--- src/core/ccd_pkg.sv ---
// Purpose: Constants shared by the chipset configuration and decode block.
// Assumes: 50 MHz host clock, configuration bits arrive as plain ports.
// Notes:   Counts of cycles are derived from times and the clock rate.
// Overview of operation
// - Extra command delay lengthens ISA address setup
// - Recovery gap between consecutive ISA I/O cycles
// - Decoupled refresh lets DRAM run during refresh
// - DMA clock is half or full ISA rate
// - ISA clock about 8 MHz or 7.159 MHz
// - Hole 15-16MB goes to ISA only
// - Two non-cacheable regions, sizes 64KB to 4MB
// - Region base aligned to its own size
// - Accesses inside enabled region are uncacheable
// - Disabled region size marks nothing uncacheable
// - Disk idle timer 1-15 minutes, then standby
// - Video enters chosen low-power state after idle
// - Master enable gates and locks power settings
// - Instant-on returns straight to full power
package ccd_pkg;
    // Host clock rate
    localparam int unsigned CLK_HZ            = 50_000_000;
    // ISA clock half periods in host cycles: 50/(2*3)=8.33 MHz, 50/7 approx 7.14 MHz
    localparam logic [3:0]  ISA_HALF_AUTO     = 4'h3;
    localparam logic [3:0]  ISA_HALF_MANUAL   = 4'h4;
    localparam logic [3:0]  ISA_HALF_MANUAL_L = 4'h3;
    // Command delays in ISA clocks
    localparam logic [3:0]  CMD_DELAY_NORMAL  = 4'h1;
    localparam logic [3:0]  CMD_DELAY_EXTRA   = 4'h3;
    // I/O recovery in ISA clocks
    localparam logic [3:0]  IO_RECOVERY_CLKS  = 4'h4;
    // One minute in host cycles
    localparam int unsigned MINUTE_S          = 60;
    localparam longint      MINUTE_CYCLES     = longint'(MINUTE_S) * CLK_HZ;
    // Memory hole bounds in 1MB units of the address
    localparam logic [11:0] HOLE_MB           = 12'h00F;
    // Region size codes
    localparam logic [2:0]  NC_DISABLED       = 3'h0;
    // Smallest region size is 2^16 bytes
    localparam int unsigned NC_MIN_SHIFT      = 16;
    // Cache timing codes; normal is the reset value
    localparam logic [1:0]  CACHE_NORMAL      = 2'h0;
    localparam logic [1:0]  CACHE_MEDIUM      = 2'h1;
    // Video low-power states
    typedef enum logic [1:0]
    {
        VID_ON      = 2'h0,
        VID_BLANK   = 2'h1,
        VID_STANDBY = 2'h3,
        VID_OFF     = 2'h2
    } ccd_video_t;
    // Video selection codes
    localparam logic [1:0]  VSEL_DISABLED     = 2'h0;
    localparam logic [1:0]  VSEL_BLANK        = 2'h1;
    localparam logic [1:0]  VSEL_STANDBY      = 2'h2;
    localparam logic [1:0]  VSEL_OFF          = 2'h3;
    // ISA cycle sequencer states, Gray along the path through recovery; CMD straight to IDLE flips both bits
    typedef enum logic [1:0]
    {
        ISA_IDLE    = 2'h0,
        ISA_SETUP   = 2'h1,
        ISA_CMD     = 2'h3,
        ISA_RECOVER = 2'h2
    } ccd_isa_state_t;
endpackage : ccd_pkg

--- src/core/ccd_top.sv ---
// Purpose: Holds chipset configuration and applies it to ISA timing, decode and power.
// Assumes: Configuration loads on cfg_we_i; activity inputs are synchronous to clk_i.
// Notes:   Power settings load only while power management is enabled.
module ccd_top #(
    parameter longint MINUTE_CYCLES = ccd_pkg::MINUTE_CYCLES  // Host cycles per minute
)(
    // Clock and reset
    input  wire logic        clk_i,
    input  wire logic        rst_n_i,
    // Configuration load
    input  wire logic        cfg_we_i,
    input  wire logic        cmd_extra_i,
    input  wire logic        io_recovery_i,
    input  wire logic        decoupled_refresh_i,
    input  wire logic        dma_fast_i,
    input  wire logic        isa_clk_manual_i,
    input  wire logic        mem_hole_i,
    input  wire logic [2:0]  nc1_size_i,
    input  wire logic [11:0] nc1_base_i,
    input  wire logic [2:0]  nc2_size_i,
    input  wire logic [11:0] nc2_base_i,
    input  wire logic [1:0]  cache_timing_i,
    input  wire logic        pm_enable_i,
    input  wire logic        instant_on_i,
    input  wire logic [3:0]  disk_timeout_i,
    input  wire logic [1:0]  video_mode_i,
    // Host access decode
    input  wire logic [31:0] host_addr_i,
    input  wire logic        host_req_i,
    // ISA cycle request
    input  wire logic        isa_io_req_i,
    input  wire logic        isa_refresh_i,
    // Activity and wake
    input  wire logic        disk_access_i,
    input  wire logic        sys_idle_expired_i,
    input  wire logic        wake_i,
    // Decode results
    output logic             to_isa_o,
    output logic             uncacheable_o,
    output logic             dram_stall_o,
    // ISA timing
    output logic             isa_bus_clock_o,
    output logic             dma_clock_o,
    output logic             isa_cmd_o,
    output logic             isa_busy_o,
    // Cache timing and power
    output logic [1:0]       cache_timing_o,
    output logic             disk_standby_o,
    output logic [1:0]       video_state_o,
    output logic             full_power_o
);
    // Stored configuration
    logic        cmd_extra;
    logic        io_recovery;
    logic        decoupled;
    logic        dma_fast;
    logic        clk_manual;
    logic        mem_hole;
    logic [2:0]  nc1_size;
    logic [11:0] nc1_base;
    logic [2:0]  nc2_size;
    logic [11:0] nc2_base;
    logic        pm_en;
    logic        instant_on;
    logic [3:0]  disk_to;
    logic [1:0]  video_sel;
    // ISA clock divider
    logic [3:0]  isa_div;
    logic        isa_tick;      // One-cycle pulse per ISA clock rising edge
    logic        isa_phase;     // Tracks which half period is next
    logic        dma_toggle;
    // ISA sequencer
    ccd_pkg::ccd_isa_state_t isa_state;
    logic [3:0]  isa_cnt;
    // Disk timer
    logic [39:0] minute_cnt;
    logic [3:0]  minutes;

    // Region hit: base aligned by masking below the size
    function automatic logic nc_hit(input logic [2:0] size, input logic [11:0] base,
                                    input logic [31:0] addr);
        logic [15:0] mask;
        logic [15:0] a64k;
        logic [15:0] b64k;
        mask = 16'hFFFF;
        a64k = addr[31:16];
        b64k = {4'h0, base};
        if (size == ccd_pkg::NC_DISABLED)
            return 1'b0;
        mask = 16'hFFFF << (size - 3'h1);
        return ((a64k & mask) == (b64k & mask));
    endfunction : nc_hit

    // Configuration storage with reset defaults
    always_ff @(posedge clk_i or negedge rst_n_i)
    begin
        if (!rst_n_i)
        begin
            cmd_extra   <= 1'b0;
            io_recovery <= 1'b0;
            decoupled   <= 1'b0;
            dma_fast    <= 1'b0;
            clk_manual  <= 1'b0;
            mem_hole    <= 1'b0;
            nc1_size    <= ccd_pkg::NC_DISABLED;
            nc1_base    <= 12'h000;
            nc2_size    <= ccd_pkg::NC_DISABLED;
            nc2_base    <= 12'h000;
            cache_timing_o <= ccd_pkg::CACHE_NORMAL;
        end
        else if (cfg_we_i)
        begin
            cmd_extra   <= cmd_extra_i;
            io_recovery <= io_recovery_i;
            decoupled   <= decoupled_refresh_i;
            dma_fast    <= dma_fast_i;
            clk_manual  <= isa_clk_manual_i;
            mem_hole    <= mem_hole_i;
            nc1_size    <= nc1_size_i;
            nc1_base    <= nc1_base_i;
            nc2_size    <= nc2_size_i;
            nc2_base    <= nc2_base_i;
            // Reserved fast and turbo codes fall back to normal
            cache_timing_o <= cache_timing_i[1] ? ccd_pkg::CACHE_NORMAL : cache_timing_i;
        end
    end

    // Power settings: master enable gates loading of the rest
    always_ff @(posedge clk_i or negedge rst_n_i)
    begin
        if (!rst_n_i)
        begin
            pm_en      <= 1'b0;
            instant_on <= 1'b0;
            disk_to    <= 4'h0;
            video_sel  <= ccd_pkg::VSEL_DISABLED;
        end
        else if (cfg_we_i)
        begin
            pm_en <= pm_enable_i;
            if (pm_en || pm_enable_i)
            begin
                instant_on <= instant_on_i;
                disk_to    <= disk_timeout_i;
                video_sel  <= video_mode_i;
            end
        end
    end

    // ISA clock divider; manual setting alternates 4 and 3 host cycles
    always_ff @(posedge clk_i or negedge rst_n_i)
    begin
        if (!rst_n_i)
        begin
            isa_div         <= 4'h0;
            isa_phase       <= 1'b0;
            isa_bus_clock_o <= 1'b0;
            isa_tick        <= 1'b0;
        end
        else
        begin
            isa_tick <= 1'b0;
            if (isa_div == 4'h0)
            begin
                // Load the next half period
                if (!clk_manual)
                    isa_div <= ccd_pkg::ISA_HALF_AUTO - 4'h1;
                else if (isa_phase)
                    isa_div <= ccd_pkg::ISA_HALF_MANUAL - 4'h1;
                else
                    isa_div <= ccd_pkg::ISA_HALF_MANUAL_L - 4'h1;
                isa_phase       <= ~isa_phase;
                isa_bus_clock_o <= ~isa_bus_clock_o;
                isa_tick        <= ~isa_bus_clock_o;
            end
            else
                isa_div <= isa_div - 4'h1;
        end
    end

    // DMA clock follows or halves the ISA clock
    always_ff @(posedge clk_i or negedge rst_n_i)
    begin
        if (!rst_n_i)
        begin
            dma_toggle  <= 1'b0;
            dma_clock_o <= 1'b0;
        end
        else
        begin
            if (isa_tick)
                dma_toggle <= ~dma_toggle;
            dma_clock_o <= dma_fast ? isa_bus_clock_o : dma_toggle;
        end
    end

    // ISA I/O cycle sequencer, counted in ISA clocks
    always_ff @(posedge clk_i or negedge rst_n_i)
    begin
        if (!rst_n_i)
        begin
            isa_state <= ccd_pkg::ISA_IDLE;
            isa_cnt   <= 4'h0;
            isa_cmd_o <= 1'b0;
        end
        else if (isa_tick)
        begin
            case (isa_state)
                ccd_pkg::ISA_IDLE:
                begin
                    // Start address phase
                    if (isa_io_req_i)
                    begin
                        isa_state <= ccd_pkg::ISA_SETUP;
                        isa_cnt   <= cmd_extra ? ccd_pkg::CMD_DELAY_EXTRA
                                               : ccd_pkg::CMD_DELAY_NORMAL;
                    end
                end
                ccd_pkg::ISA_SETUP:
                begin
                    // Hold off command for setup time
                    if (isa_cnt <= 4'h1)
                    begin
                        isa_state <= ccd_pkg::ISA_CMD;
                        isa_cmd_o <= 1'b1;
                    end
                    else
                        isa_cnt <= isa_cnt - 4'h1;
                end
                ccd_pkg::ISA_CMD:
                begin
                    // Command lasts one ISA clock
                    isa_cmd_o <= 1'b0;
                    isa_cnt   <= ccd_pkg::IO_RECOVERY_CLKS;
                    isa_state <= io_recovery ? ccd_pkg::ISA_RECOVER : ccd_pkg::ISA_IDLE;
                end
                ccd_pkg::ISA_RECOVER:
                begin
                    // Gap before next I/O cycle
                    if (isa_cnt <= 4'h1)
                        isa_state <= ccd_pkg::ISA_IDLE;
                    else
                        isa_cnt <= isa_cnt - 4'h1;
                end
                default:
                    isa_state <= ccd_pkg::ISA_IDLE;
            endcase
        end
    end

    // Busy flag registered for the output
    always_ff @(posedge clk_i or negedge rst_n_i)
    begin
        if (!rst_n_i)
            isa_busy_o <= 1'b0;
        else
            isa_busy_o <= (isa_state != ccd_pkg::ISA_IDLE);
    end

    // Address decode for hole and regions
    always_ff @(posedge clk_i or negedge rst_n_i)
    begin
        if (!rst_n_i)
        begin
            to_isa_o      <= 1'b0;
            uncacheable_o <= 1'b0;
            dram_stall_o  <= 1'b0;
        end
        else
        begin
            to_isa_o <= host_req_i && mem_hole
                        && (host_addr_i[31:20] == ccd_pkg::HOLE_MB);
            uncacheable_o <= host_req_i
                             && (nc_hit(nc1_size, nc1_base, host_addr_i)
                                 || nc_hit(nc2_size, nc2_base, host_addr_i));
            dram_stall_o <= isa_refresh_i && !decoupled;
        end
    end

    // Disk inactivity timer in whole minutes
    always_ff @(posedge clk_i or negedge rst_n_i)
    begin
        if (!rst_n_i)
        begin
            minute_cnt     <= 40'h0;
            minutes        <= 4'h0;
            disk_standby_o <= 1'b0;
        end
        else if (!pm_en || disk_to == 4'h0 || disk_access_i)
        begin
            // Disabled or activity restarts the count
            minute_cnt     <= 40'h0;
            minutes        <= 4'h0;
            disk_standby_o <= 1'b0;
        end
        else if (!disk_standby_o)
        begin
            if (minute_cnt == 40'(MINUTE_CYCLES - 1))
            begin
                minute_cnt <= 40'h0;
                minutes    <= minutes + 4'h1;
                if (minutes + 4'h1 >= disk_to)
                    disk_standby_o <= 1'b1;
            end
            else
                minute_cnt <= minute_cnt + 40'h1;
        end
    end

    // Video low-power state and return to full power
    always_ff @(posedge clk_i or negedge rst_n_i)
    begin
        if (!rst_n_i)
        begin
            video_state_o <= ccd_pkg::VID_ON;
            full_power_o  <= 1'b1;
        end
        else if (!pm_en || wake_i)
        begin
            video_state_o <= ccd_pkg::VID_ON;
            // Without instant-on the system stays reduced until firmware restores it
            full_power_o  <= !pm_en || instant_on || full_power_o;
        end
        else if (sys_idle_expired_i)
        begin
            full_power_o <= 1'b0;
            case (video_sel)
                ccd_pkg::VSEL_BLANK:   video_state_o <= ccd_pkg::VID_BLANK;
                ccd_pkg::VSEL_STANDBY: video_state_o <= ccd_pkg::VID_STANDBY;
                ccd_pkg::VSEL_OFF:     video_state_o <= ccd_pkg::VID_OFF;
                default:               video_state_o <= ccd_pkg::VID_ON;
            endcase
        end
        else if (cfg_we_i)
            full_power_o <= 1'b1;
    end
endmodule : ccd_top

--- config.mk ---
export PLATFORM = sky130hd
export DESIGN_NAME = ccd_top
export DESIGN_NICKNAME = d
export VERILOG_FILES = /design/src/core/ccd_pkg.sv /design/src/core/ccd_top.sv
export SDC_FILE = /design/constraint.sdc
export NUM_CORES = 1
export LEC_CHECK = 0
export ABC_AREA = 1
export BUFFER_PORTS_ARGS = -buffer_cell sky130_fd_sc_hd__buf_2
export CELL_PAD_IN_SITES_DETAIL_PLACEMENT = 1
export CELL_PAD_IN_SITES_GLOBAL_PLACEMENT = 1
export CORE_AREA = 10 10 143 145
export CTS_BUF_LIST = sky130_fd_sc_hd__clkbuf_16
export CTS_CLUSTER_DIAMETER = 80
export DETAILED_ROUTE_END_ITERATION = 12
export DIE_AREA = 0 0 153 155
export GPL_TIMING_DRIVEN = 0
export PLACE_DENSITY_LB_ADDON = 0.08
export SYNTH_ARGS = -nofsm -noshare
export SYNTH_HDL_FRONTEND = slang
export SYNTH_SLANG_ARGS = --single-unit
--- constraint.sdc ---
create_clock -name clk_i -period 1.5 [get_ports clk_i]
set_input_delay 0.15 -clock clk_i [delete_from_list [all_inputs] [get_ports clk_i]]
set_output_delay 0.15 -clock clk_i [all_outputs]
set_load 0.02 [all_outputs]
==> results of run 1 <==
kinds of logic (layout without fill, tap and decap cells):
| group | after synthesis | in the layout |
|---|---|---|
| mux | 2 | 2 |
| buf+inv | 111 | 323 |
| compound gates | 72 | 72 |
| xor+xnor | 39 | 39 |
| simple gates | 536 | 536 |
| other cells | 1 | 1 |
| flops | 113 | 113 |
| fa+ha+maj | 24 | 24 |
metal layers:
metal,vias to the layer above,global-route usage (%)
met4,0,4.41
met2,102,31.0
met1,3101,23.0
met5,-,0
met3,18,4.19
li1,3213,-
area by class of cell:
class / instances / area share (%)
inverter: 96 / 4.13
multi-input combinational: 674 / 40.2
clock inverter: 15 / 1.54
timing repair buffer: 180 / 14.8
sequential: 113 / 30.6
tap: 229 / 3.09
buffer: 15 / 1.04
clock buffer: 17 / 4.58
through the flow:
step           hold WS, ns  TNS, ns  cells  total power, W  util (%)
3_3_place_gp         0.342  -158.91   1209         0.00525      41.1
5_1_grt             0.0117    -8.12   1339          0.0101      52.6
3_5_place_dp        0.0962   -15.13   1210         0.00531      41.3
4_1_cts            0.00472    -2.67   1328         0.00952      50.7
2_1_floorplan       -0.146  -0.0249    898         0.00472         -
6_report            0.0118    -4.39   1339         0.00950      52.6
where the power goes:
group	switching (W)	total [W]	leakage, nW	internal [W]
sequential	0.000247	0.00364	1.45	0.00339
clock	0.00155	0.00398	0.268	0.00243
combinational	0.00107	0.00189	2.57	0.000815
path summary, 6_finish.rpt:
path                             startpoint              to  slack (ns)  depth (start not counted)
setup / recovery             minute_cnt[22]  minute_cnt[14]       -0.18                         11
hold / removal             isa_clk_manual_i      clk_manual        0.01                          3
setup reg to reg             minute_cnt[22]  minute_cnt[14]       -0.18                         11
hold reg to reg                   decoupled    dram_stall_o        0.45                          1
max in group asynchronous           rst_n_i    full_power_o        0.54                          3
min in group asynchronous           rst_n_i      isa_busy_o        0.22                          2
registers in the layout, summed over array words and instances, names as in the netlist, 2 cells and up:
register       flops
minute_cnt        40
nc1_base          12
nc2_base          12
disk_to            4
isa_cnt            4
isa_div            4
minutes            4
nc1_size           3
nc2_size           3
isa_state          2
video_sel          2
video_state_o      2
layout by cell type, fill, tap and decap left out, types with 6 or more instances in the layout:
master and instances:
nand3_1 35, buf_4 41, nor2_4 21, dlygate4sd3_1 49, nor2_1 66, clkbuf_1 8, clkbuf_16 17, dfrtp_1 100
xor2_1 26, xnor2_1 8, dfrtp_2 12, ha_1 18, nand2_1 311, o21ai_2 7, nand4_1 17, a21oi_1 9
inv_1 82, nand3b_1 9, nand3_2 6, nand2_2 12, inv_2 9, nor2_2 45, buf_2 81, o21ai_0 42
buf_6 6
worst max-delay path, delay by kind of cell, from the launching register on:
kind          cells  cell delay (ns)
buf+inv           3             0.28
flops             1             0.45
simple gates      8             0.83
repair_timing:
item	4_1_cts	5_1_grt
cloned	1	0
pin swaps	11	27
hold buffers	49	0
resized for setup	74	93
endpoints found under the hold margin	86	0
setup endpoints to repair	53	58
setup buffers	36	12
==> results by group, run 1 <==
Logic synthesis
  – EDFF count, synth: 0
  – Post-synth cell types: 35
  – Synth Flop Type: dfrtp_1
  – Post-synthesis mux area share: 0.344%
  – Synthesized Nets: 1009
  – Simple-gate share of the synthesized area: 33.9%
  – Complex-gate fraction of the synthesized area: 5.90%
  – Top cells by count, synth: 322 x nand2_1, 118 x nor2_1, 112 x dfrtp_1, 92 x inv_1, 52 x o21ai_0
  – Area share of the largest cell type after synthesis: 42.8%
  – Synth Area in XOR/XNOR: 5.22%
  – Largest family of logic cells by synthesized area: simple AND/OR/NAND/NOR gates
  – Post-synthesis cell count: 898
  – Post-Synth Adder-Cell Area: 4.59%
  – Synth Warn #: 0
  – Cell accounting for the most synthesized area: dfrtp_1
  – Most common cell in the netlist: nand2_1
  – #FFs+latches synth: 113
  – Mean Syn Cell Area: 7.29 µm²
  – Sequential area share after synthesis: 43.2%
  – Async SR Flop Fraction: 100%
  – Cell area after synthesis: 6550 µm²
  – Largest cells by area after synthesis: dfrtp_1 43%, nand2_1 18%, nor2_1 6.8%

Die
  – Die X: 153 µm
  – CORE AREA: 17700 µm²
  – Initial core utilization: 37.1%
  – # rows: 49
  – I/O Pins: 100
  – Die area: 23700 µm²
  – Die H: 155 µm

Cells and area
  – Layout Area Growth over Synthesis: 41.7%
  – Area occupied by multi-input gates: 3730 µm²
  – Share of cells above drive strength 1: 27.4%
  – Register Area: 2840 µm²
  – Design Area, Final: 9280 µm²
  – # fillers: 2169
  – Post-layout net count: 1208
  – # diodes: 0

Clocking
  – Clock H-tree levels: 4
  – Clk slew on worst S/H paths: 0.06 ns
  – Total clock sinks: 113
  – Root Buffer: clkbuf_16
  – Num CTS Buffers: 17
  – CTS tree: yes
  – Clk Latency, worst-skew pair: 0.41 ns
  – Clk buf depth: 2

Power
  – Power per Cell Area: 1020 nW/µm²
  – Peak supply drop: 773 µV
  – Static Leak: 4.28 nW

Worst setup path
  – Worst Setup Start Kind: flip-flop
  – Slowest cell on crit path: dfrtp_1
  – Critical path class: reg2reg
  – Crit-path cells: nand2_2 -> nor2_1 -> nand2_1 -> nor2_2 -> nand3_4 -> nand2_4 -> nand2_8 -> clkinv_8 -> buf_12 -> buf_12 -> nor2_2
  – CP max FO: 5
  – Critical Path End Type: flip-flop
  – Worst stage delay on the critical path: 0.45 ns
  – WP data arrival: 1.97 ns
  – Worst endpoint required time: 1.80 ns

Timing
  – Unrepaired setup endpoints after global routing: true
  – Worst slew pin tran: 0.605 ns
  – Clock period minus worst slack: 1.68 ns
  – Slew Limit Fails: 0
  – Max frequency: 596 MHz
  – Endpoints failing hold: 0
  – Skew final: 0.0109 ns
  – Slew HR: 59.6%
  – Final setup fails: 39
  – Tcrit/Tclk final: 112%
  – Worst setup margin: -0.178 ns

Route
  – Met2 WL: 10.6 mm
  – Highest routed layer: met4
  – WL final: 21.6 mm
  – Vias per inst: 4.81
  – First-pass DRT Iterations: 4
  – Vias: 6434
  – DRT antenna net count: 0
  – Wire per inst: 16.1 µm
  – DRT iter0 DRCs: 331
  – Met3 wire length: 839 µm
  – # DRC: 0
  – Metal-1 WL: 9.92 mm

Job
  – Max-Cap Viols: 0

GRT
  – Antenna violations before repair: 0
  – Vias in the first global route: 6830
  – Global route overflow: 0
  – Largest net degree at the start of global routing: 75
  – All-Layer GR Usage: 18.3%
  – Global-route wire length before repair: 35.4 mm

Outcome
  – Status: finished with violations
  – Failing checks: setup timing

Placed design
  – Port Buffer Count: 82
  – GPL Wtd Cong: 0.815
  – Placed inst area: 7290 µm²
  – DP Worst Slack: -0.574 ns
  – Hpwl dp: 15.1 mm

Worst hold path
  – Hold crit path type: in2reg
(Power assumes the default switching activity.)
==> run 2, diff against run 1 <==
--- a/config.mk
+++ b/config.mk
@@ -6,13 +6,13 @@
 export NUM_CORES = 1
 export LEC_CHECK = 0
-export ABC_AREA = 1
+export ABC_AREA = 0
 export BUFFER_PORTS_ARGS = -buffer_cell sky130_fd_sc_hd__buf_2
 export CELL_PAD_IN_SITES_DETAIL_PLACEMENT = 1
 export CELL_PAD_IN_SITES_GLOBAL_PLACEMENT = 1
-export CORE_AREA = 10 10 143 145
+export CORE_AREA = 10 10 135 137
 export CTS_BUF_LIST = sky130_fd_sc_hd__clkbuf_16
 export CTS_CLUSTER_DIAMETER = 80
 export DETAILED_ROUTE_END_ITERATION = 12
-export DIE_AREA = 0 0 153 155
+export DIE_AREA = 0 0 145 147
 export GPL_TIMING_DRIVEN = 0
 export PLACE_DENSITY_LB_ADDON = 0.08
==> constraint.sdc (replaced) <==
create_clock -name clk_i -period 1.5 [get_ports clk_i]
set_input_delay 0.15 -clock clk_i [delete_from_list [all_inputs] [get_ports clk_i]]
set_output_delay 0.15 -clock clk_i [all_outputs]
set_load 0.005 [all_outputs]
==> results by group, run 2 <==
Outcome
  – Status: finished with violations
  – Failing checks: setup timing

Timing
  – Max frequency: 496 MHz (-17%)
  – Clock period minus worst slack: 2.02 ns (+0.337 ns)
  – Worst setup margin: -0.516 ns (-0.337 ns)
  – Final setup fails: 46 (+18%)
  – Slew Limit Fails: 0 (unchanged)
  – Worst slew pin tran: 0.682 ns (+0.0766 ns)
  – Skew final: 0.00839 ns (-0.00255 ns)
  – Tcrit/Tclk final: 134% (+22 points)
  – Slew HR: 54.5% (-5.1 points)
  – Unrepaired setup endpoints after global routing: true
  – Endpoints failing hold: 0 (unchanged)

Worst setup path
  – Critical Path End Type: flip-flop
  – Worst stage delay on the critical path: 0.47 ns (+0.02 ns)
  – CP max FO: 7 (+2)
  – Crit-path cells: nor4b_4 -> nand4_1 -> or3_4 -> buf_4 -> and2_4 -> a31o_1
  – WP data arrival: 2.31 ns (+0.34 ns)
  – Worst Setup Start Kind: flip-flop
  – Slowest cell on crit path: or3_4
  – Critical path class: reg2reg
  – Worst endpoint required time: 1.80 ns (about the same)

Die
  – Initial core utilization: 39.4% (+2.3 points)
  – Die X: 145 µm (-5.2%)
  – Die H: 147 µm (-5.2%)
  – # rows: 46 (-6.1%)
  – I/O Pins: 100 (unchanged)
  – Die area: 21300 µm² (-10%)
  – CORE AREA: 15600 µm² (-12%)

Route
  – Vias per inst: 5.19 (+8.0%)
  – # DRC: 0 (unchanged)
  – WL final: 18.4 mm (-15%)
  – Wire per inst: 17.8 µm (+10%)
  – DRT antenna net count: 0 (unchanged)
  – First-pass DRT Iterations: 4 (unchanged)
  – Vias: 5358 (-17%)
  – DRT iter0 DRCs: 224 (-32%)

Logic synthesis
  – EDFF count, synth: 0 (unchanged)
  – Cell accounting for the most synthesized area: dfrtp_1
  – Sequential area share after synthesis: 46.1% (+2.9 points)
  – Synth Warn #: 0 (unchanged)
  – Post-synthesis cell count: 601 (-33%)
  – Async SR Flop Fraction: 100% (unchanged)
  – #FFs+latches synth: 113 (unchanged)
  – Cell area after synthesis: 6140 µm² (-6.2%)
  – Area share of the largest cell type after synthesis: 45.6% (+2.8 points)
  – Mean Syn Cell Area: 10.2 µm² (+40%)
  – Largest cells by area after synthesis: dfrtp_1 46%, mux2_2 7.3%, xnor2_1 5.1%
  – Top cells by count, synth: 112 x dfrtp_1, 56 x nand2_1, 42 x nor2_1, 40 x mux2_2, 36 x xnor2_1
  – Post-synth cell types: 58 (+66%)
  – Most common cell in the netlist: dfrtp_1
  – Synth Flop Type: dfrtp_1
  – Synthesized Nets: 712 (-29%)

Power
  – Total power: 0.00976 W (+2.7%)
  – Peak supply drop: 782 µV (+1.1%)
  – Power per Cell Area: 1100 nW/µm² (+7.5%)
  – Static Leak: 3.78 nW (-12%)

GRT
  – Antenna violations before repair: 0 (unchanged)
  – Largest net degree at the start of global routing: 89 (+19%)
  – Vias in the first global route: 5903 (-14%)
  – Global-route wire length before repair: 30.1 mm (-15%)
  – Global route overflow: 0 (unchanged)
  – All-Layer GR Usage: 17.1% (-1.1 points)

Cells and area
  – # fillers: 1689 (-22%)
  – # diodes: 0 (unchanged)
  – Max FFs per register: 40 (unchanged)
  – Largest registers: minute_cnt (40), nc1_base (12), nc2_base (12)
  – Most common cell after layout, fill and taps aside: dfrtp_1
  – Most flop-heavy register: minute_cnt
  – Share of cells above drive strength 1: 40.2% (+13 points)
  – Post-layout net count: 917 (-24%)
  – Final Util: 56.8% (+4.3 points)
  – Layout Area Growth over Synthesis: 44.4%
  – Most frequent cells in the layout: 98 x dfrtp_1, 80 x buf_2, 54 x buf_4, 53 x nand2_1, 47 x dlygate4sd3_1

Clocking
  – Clk Latency, worst-skew pair: 0.41 ns (about the same)
  – Clk buf depth: 2 (unchanged)
  – Root Buffer: clkbuf_16
  – Num CTS Buffers: 17 (unchanged)
  – Total clock sinks: 113 (unchanged)
  – Clk slew on worst S/H paths: 0.05 ns (about the same)
  – Clock H-tree levels: 4 (unchanged)
  – CTS tree: yes

Placed design
  – Port Buffer Count: 81 (-1.2%)
  – GPL Wtd Cong: 0.786 (-3.5%)
  – Hpwl dp: 12.3 mm (-19%)

Job
  – Max-Cap Viols: 0 (unchanged)

Worst hold path
  – Hold crit path type: in2reg
[run 2: cell types whose count changed after synthesis, sizes merged, moves of 14 or more]
| cell | delta |
|---|---|
| nand2 | -270 |
| nor4 | +18 |
| mux2 | +38 |
| nor2 | -90 |
| xnor2 | +27 |
| o21ai | -17 |
| nand3 | -14 |
| inv | -58 |
[run 2: cell families (layout without fill, tap and decap cells)]
| kind of cell | Yosys count | in the layout | share of synthesized area [%] |
|---|---|---|---|
| AO/OA/AOI/OAI | 81 | 81 | 8.92 |
| adder cells (fa/ha/maj) | 24 | 24 | 4.89 |
| other | 1 | 1 | 0.0611 |
| buffers and inverters | 55 | 270 | 3.89 |
| AND/OR/NAND/NOR | 225 | 225 | 19.8 |
| XOR/XNOR | 54 | 54 | 7.70 |
| flip-flops | 113 | 113 | 46.1 |
| multiplexers | 48 | 48 | 8.64 |
[run 2: final timing paths]
| check | start | end | slack (ns) | cells past startpoint |
|---|---|---|---|---|
| setup / recovery | minute_cnt[32] | minute_cnt[30] | -0.52 | 6 |
| hold / removal | pm_enable_i | pm_en | 0.02 | 2 |
| setup reg to reg | minute_cnt[32] | minute_cnt[30] | -0.52 | 6 |
| hold reg to reg | decoupled | dram_stall_o | 0.43 | 1 |
| max in group asynchronous | rst_n_i | full_power_o | 0.58 | 3 |
| min in group asynchronous | rst_n_i | isa_busy_o | 0.18 | 2 |
[run 2: per-layer routing]
| layer | track usage (%) | vias up | share of wire [%] |
|---|---|---|---|
| li1 | - | 2531 | - |
| met1 | 20.7 | 2724 | 44 |
| met2 | 29.5 | 85 | 52 |
| met3 | 3.96 | 18 | 3.5 |
| met4 | 5.52 | 0 | 1.2 |
| met5 | 0 | - | 0 |
[run 2: stage by stage]
stage          hold WS [ns]  worst slack (ns)  area [µm²]  TNS, ns  cells
6_report             0.0230            -0.516        8860   -19.44   1032
5_1_grt              0.0342            -0.598        8860   -23.57   1032
4_1_cts             0.00876            -0.540        8310   -20.03    999
3_5_place_dp         0.0406            -0.705        6940   -33.42    899
3_3_place_gp          0.325             -1.22        6900  -166.70    898
2_1_floorplan        -0.146            -0.290        6230   -11.04    601
[run 2: repair_timing]
item / in CTS / in global routing
gates resized for setup: 56 / 92
endpoints found under the setup margin: 60 / 52
pin swaps: 16 / 42
hold endpoints to repair: 71 / 0
gates cloned: 1 / 1
buffers inserted: 23 / 34
hold buffers: 47 / 0
[run 2: layout make-up]
class,instances,area [µm²],share of cell area [%]
multi-input cells,433,3550,40.0
flip-flops and latches,113,2850,32.1
repair buffers,188,1380,15.6
clock buffers,17,425,4.80
well taps,216,270,3.05
plain buffers,18,154,1.74
inverters,35,131,1.48
clock inverters,12,106,1.20
[run 2: worst max-delay path, delay by kind of cell (launching register included)]
family                 cells  cell delay [ns]
and+or+nand+nor            4             1.07
DFF                        1             0.44
buffers and inverters      1             0.18
AOI/OAI and AO/OA          1             0.20
[run 2: where the power goes]
| group | total (W) | internal [W] | switching (W) | leakage [nW] |
|---|---|---|---|---|
| registers | 0.00370 | 0.00341 | 0.000293 | 1.41 |
| logic | 0.00233 | 0.00114 | 0.00119 | 2.09 |
| clock network | 0.00373 | 0.00236 | 0.00137 | 0.276 |
==> run 3, diff against run 2 <==
- CORE_AREA: 10 10 135 137 -> 10 10 130 132
- DIE_AREA: 0 0 145 147 -> 0 0 140 142
- clock period: 1.5 -> 2.3 ns (I/O delays scaled with it)
==> results by group, run 3 (same netlist as run 2, synthesis figures left out) <==
Timing
  – Worst slew pin tran: 0.686 ns (+0.00431 ns)
  – Final setup fails: 0 (-100%)
  – Slew Limit Fails: 0 (unchanged)
  – Unrepaired setup endpoints after global routing: false
  – Tcrit/Tclk final: 93.0% (-41 points)
  – Max frequency: 467 MHz (-5.8%)
  – Clock period minus worst slack: 2.14 ns (+0.124 ns)
  – Skew final: 0.00673 ns (-0.00167 ns)
  – Worst setup margin: 0.161 ns (+0.676 ns)
  – Slew HR: 54.0% (-0.49 points)
  – Endpoints failing hold: 0 (unchanged)

Die
  – Die X: 140 µm (-3.4%)
  – Die H: 142 µm (-3.4%)
  – Initial core utilization: 42.9% (+3.5 points)
  – # rows: 44 (-4.3%)
  – CORE AREA: 14300 µm² (-8.2%)
  – I/O Pins: 100 (unchanged)
  – Die area: 19900 µm² (-6.7%)

Power
  – Static Leak: 3.23 nW (-15%)
  – Clk pwr share: 42.2% (+4.0 points)
  – P_sw: 0.00168 W (-41%)
  – Cell-internal power: 0.00423 W (-39%)
  – Combinational share of power: 17.1% (-6.8 points)
  – Power per Cell Area: 793 nW/µm² (-28%)
  – Peak supply drop: 591 µV (-24%)
  – Seq pwr share: 40.7% (+2.8 points)
  – Switching Share: 28.4% (-0.78 points)

GRT
  – All-Layer GR Usage: 16.8% (-0.38 points)
  – Vias in the first global route: 5429 (-8.0%)
  – Global route overflow: 0 (unchanged)
  – Largest net degree at the start of global routing: 68 (-24%)
  – Global-route wire length before repair: 27.4 mm (-8.9%)
  – Antenna violations before repair: 1 (+1)

Cells and area
  – # fillers: 1621 (-4.0%)
  – Largest registers: minute_cnt (40), nc1_base (12), nc2_base (12)
  – Design Area, Final: 7450 µm² (-16%)
  – Most common cell after layout, fill and taps aside: dfrtp_1
  – # diodes: 0 (unchanged)
  – Max FFs per register: 40 (unchanged)
  – Most frequent cells in the layout: 111 x dfrtp_1, 88 x buf_2, 56 x nand2_1, 42 x nor2_1, 40 x mux2_2
  – Layout Area Growth over Synthesis: 21.4%
  – Share of cells above drive strength 1: 25.9% (-14 points)
  – Most flop-heavy register: minute_cnt
  – Post-layout net count: 817 (-11%)

Clocking
  – Clk Latency, worst-skew pair: 0.41 ns (about the same)
  – Num CTS Buffers: 17 (unchanged)
  – Total clock sinks: 113 (unchanged)
  – Clk slew on worst S/H paths: 0.05 ns (about the same)
  – Clk buf depth: 2 (unchanged)
  – Clock H-tree levels: 4 (unchanged)
  – CTS tree: yes
  – Root Buffer: clkbuf_16

Route
  – Metal-1 WL: 7.28 mm (-9.4%)
  – # DRC: 0 (unchanged)
  – Wire per inst: 18.1 µm (+1.5%)
  – Met3 wire length: 705 µm (+11%)
  – Met2 WL: 8.14 mm (-14%)
  – Vias: 4921 (-8.2%)
  – WL final: 16.3 mm (-11%)
  – Vias per inst: 5.45 (+5.0%)
  – DRT antenna net count: 0 (unchanged)
  – DRT iter0 DRCs: 205 (-8.5%)
  – Highest routed layer: met5
  – First-pass DRT Iterations: 4 (unchanged)

Worst setup path
  – Worst endpoint required time: 2.60 ns (+0.80 ns)
  – Slowest cell on crit path: dfrtp_1
  – WP data arrival: 2.43 ns (+0.12 ns)
  – Worst stage delay on the critical path: 0.47 ns (about the same)
  – Critical path class: reg2reg
  – Worst reg2reg setup slack: 0.16 ns (+0.68 ns)
  – Worst Setup Start Kind: flip-flop
  – CP max FO: 10 (+3)
  – Critical Path End Type: flip-flop
  – Crit-path cells: nor4b_2 -> nand4_1 -> or3_1 -> buf_2 -> o21ai_4 -> buf_4 -> nor2_1

Placed design
  – Hpwl dp: 12.0 mm (-1.8%)
  – DP Worst Slack: -0.00676 ns (+0.698 ns)
  – Port Buffer Count: 81 (unchanged)
  – Placed inst area: 6810 µm² (-1.8%)
  – GPL Wtd Cong: 0.816 (+3.8%)

Outcome
  – Status: finished clean

Worst hold path
  – Hold crit path type: in2reg

Job
  – Max-Cap Viols: 0 (unchanged)
-- run 3: path summary, 6_finish.rpt --
| kind | start | cells after the start | endpoint |
|---|---|---|---|
| worst min register to register | decoupled | 1 | dram_stall_o |
| max in group asynchronous | rst_n_i | 3 | full_power_o |
| worst max register to register | minute_cnt[32] | 7 | minute_cnt[22] |
| min in group asynchronous | rst_n_i | 2 | isa_state[0] |
| worst max-delay path | minute_cnt[32] | 7 | minute_cnt[22] |
| worst min-delay path | nc1_size_i[1] | 3 | nc1_size[1] |
-- run 3: per-stage QoR --
stage / util (%) / setup TNS, ns / cells / hold slack, ns / power [W]
after floorplan: - / 0 / 601 / -0.0656 / 0.00305
after global placement: 47.3 / -52.27 / 866 / 0.407 / 0.00336
after detailed placement: 47.6 / -0.00676 / 867 / 0.207 / 0.00344
after CTS: 51.8 / 0 / 903 / 0.00936 / 0.00598
after global routing: 52.1 / 0 / 903 / 0.0324 / 0.00625
final: 52.1 / 0 / 903 / 0.0264 / 0.00591
-- run 3: routing by layer --
layer	vias to the layer above	global-route usage, %
met5	-	0
met4	2	4.95
met3	19	4.81
met2	81	28.5
met1	2480	20.2
li1	2339	-
-- run 3: what timing repair did --
item	in CTS	in global routing
hold endpoints to repair	47	0
setup buffers	3	0
endpoints found under the setup margin	6	23
hold buffers	2	0
cloned	0	0
pin swaps	1	0
gates resized for setup	1	7
-- run 3: cell type report --
class	count	area (µm²)	share of cell area, %
plain buffers	19	104	1.39
clock buffers	17	425	5.71
clock inverters	15	129	1.73
inverters	35	131	1.76
multi-input cells	433	3120	41.9
flip-flops and latches	113	2830	38.0
well taps	184	230	3.09
repair buffers	87	482	6.46
-- run 3: power groups by stage --
stage	clock, W	sequential [W]	combinational [W]
global placement	0	0.00242	0.000940
global route	0.00265	0.00244	0.00116
CTS	0.00255	0.00241	0.00103
detailed placement	0	0.00244	0.00101
floorplan	0	0.00239	0.000665
finish	0.00249	0.00240	0.00101
-- run 3: critical path, delay by kind of cell, from the launching register on --
kind            cells  cell delay (ns)
simple gates        4             0.93
flops               1             0.47
buf+inv             2             0.43
compound gates      1             0.19
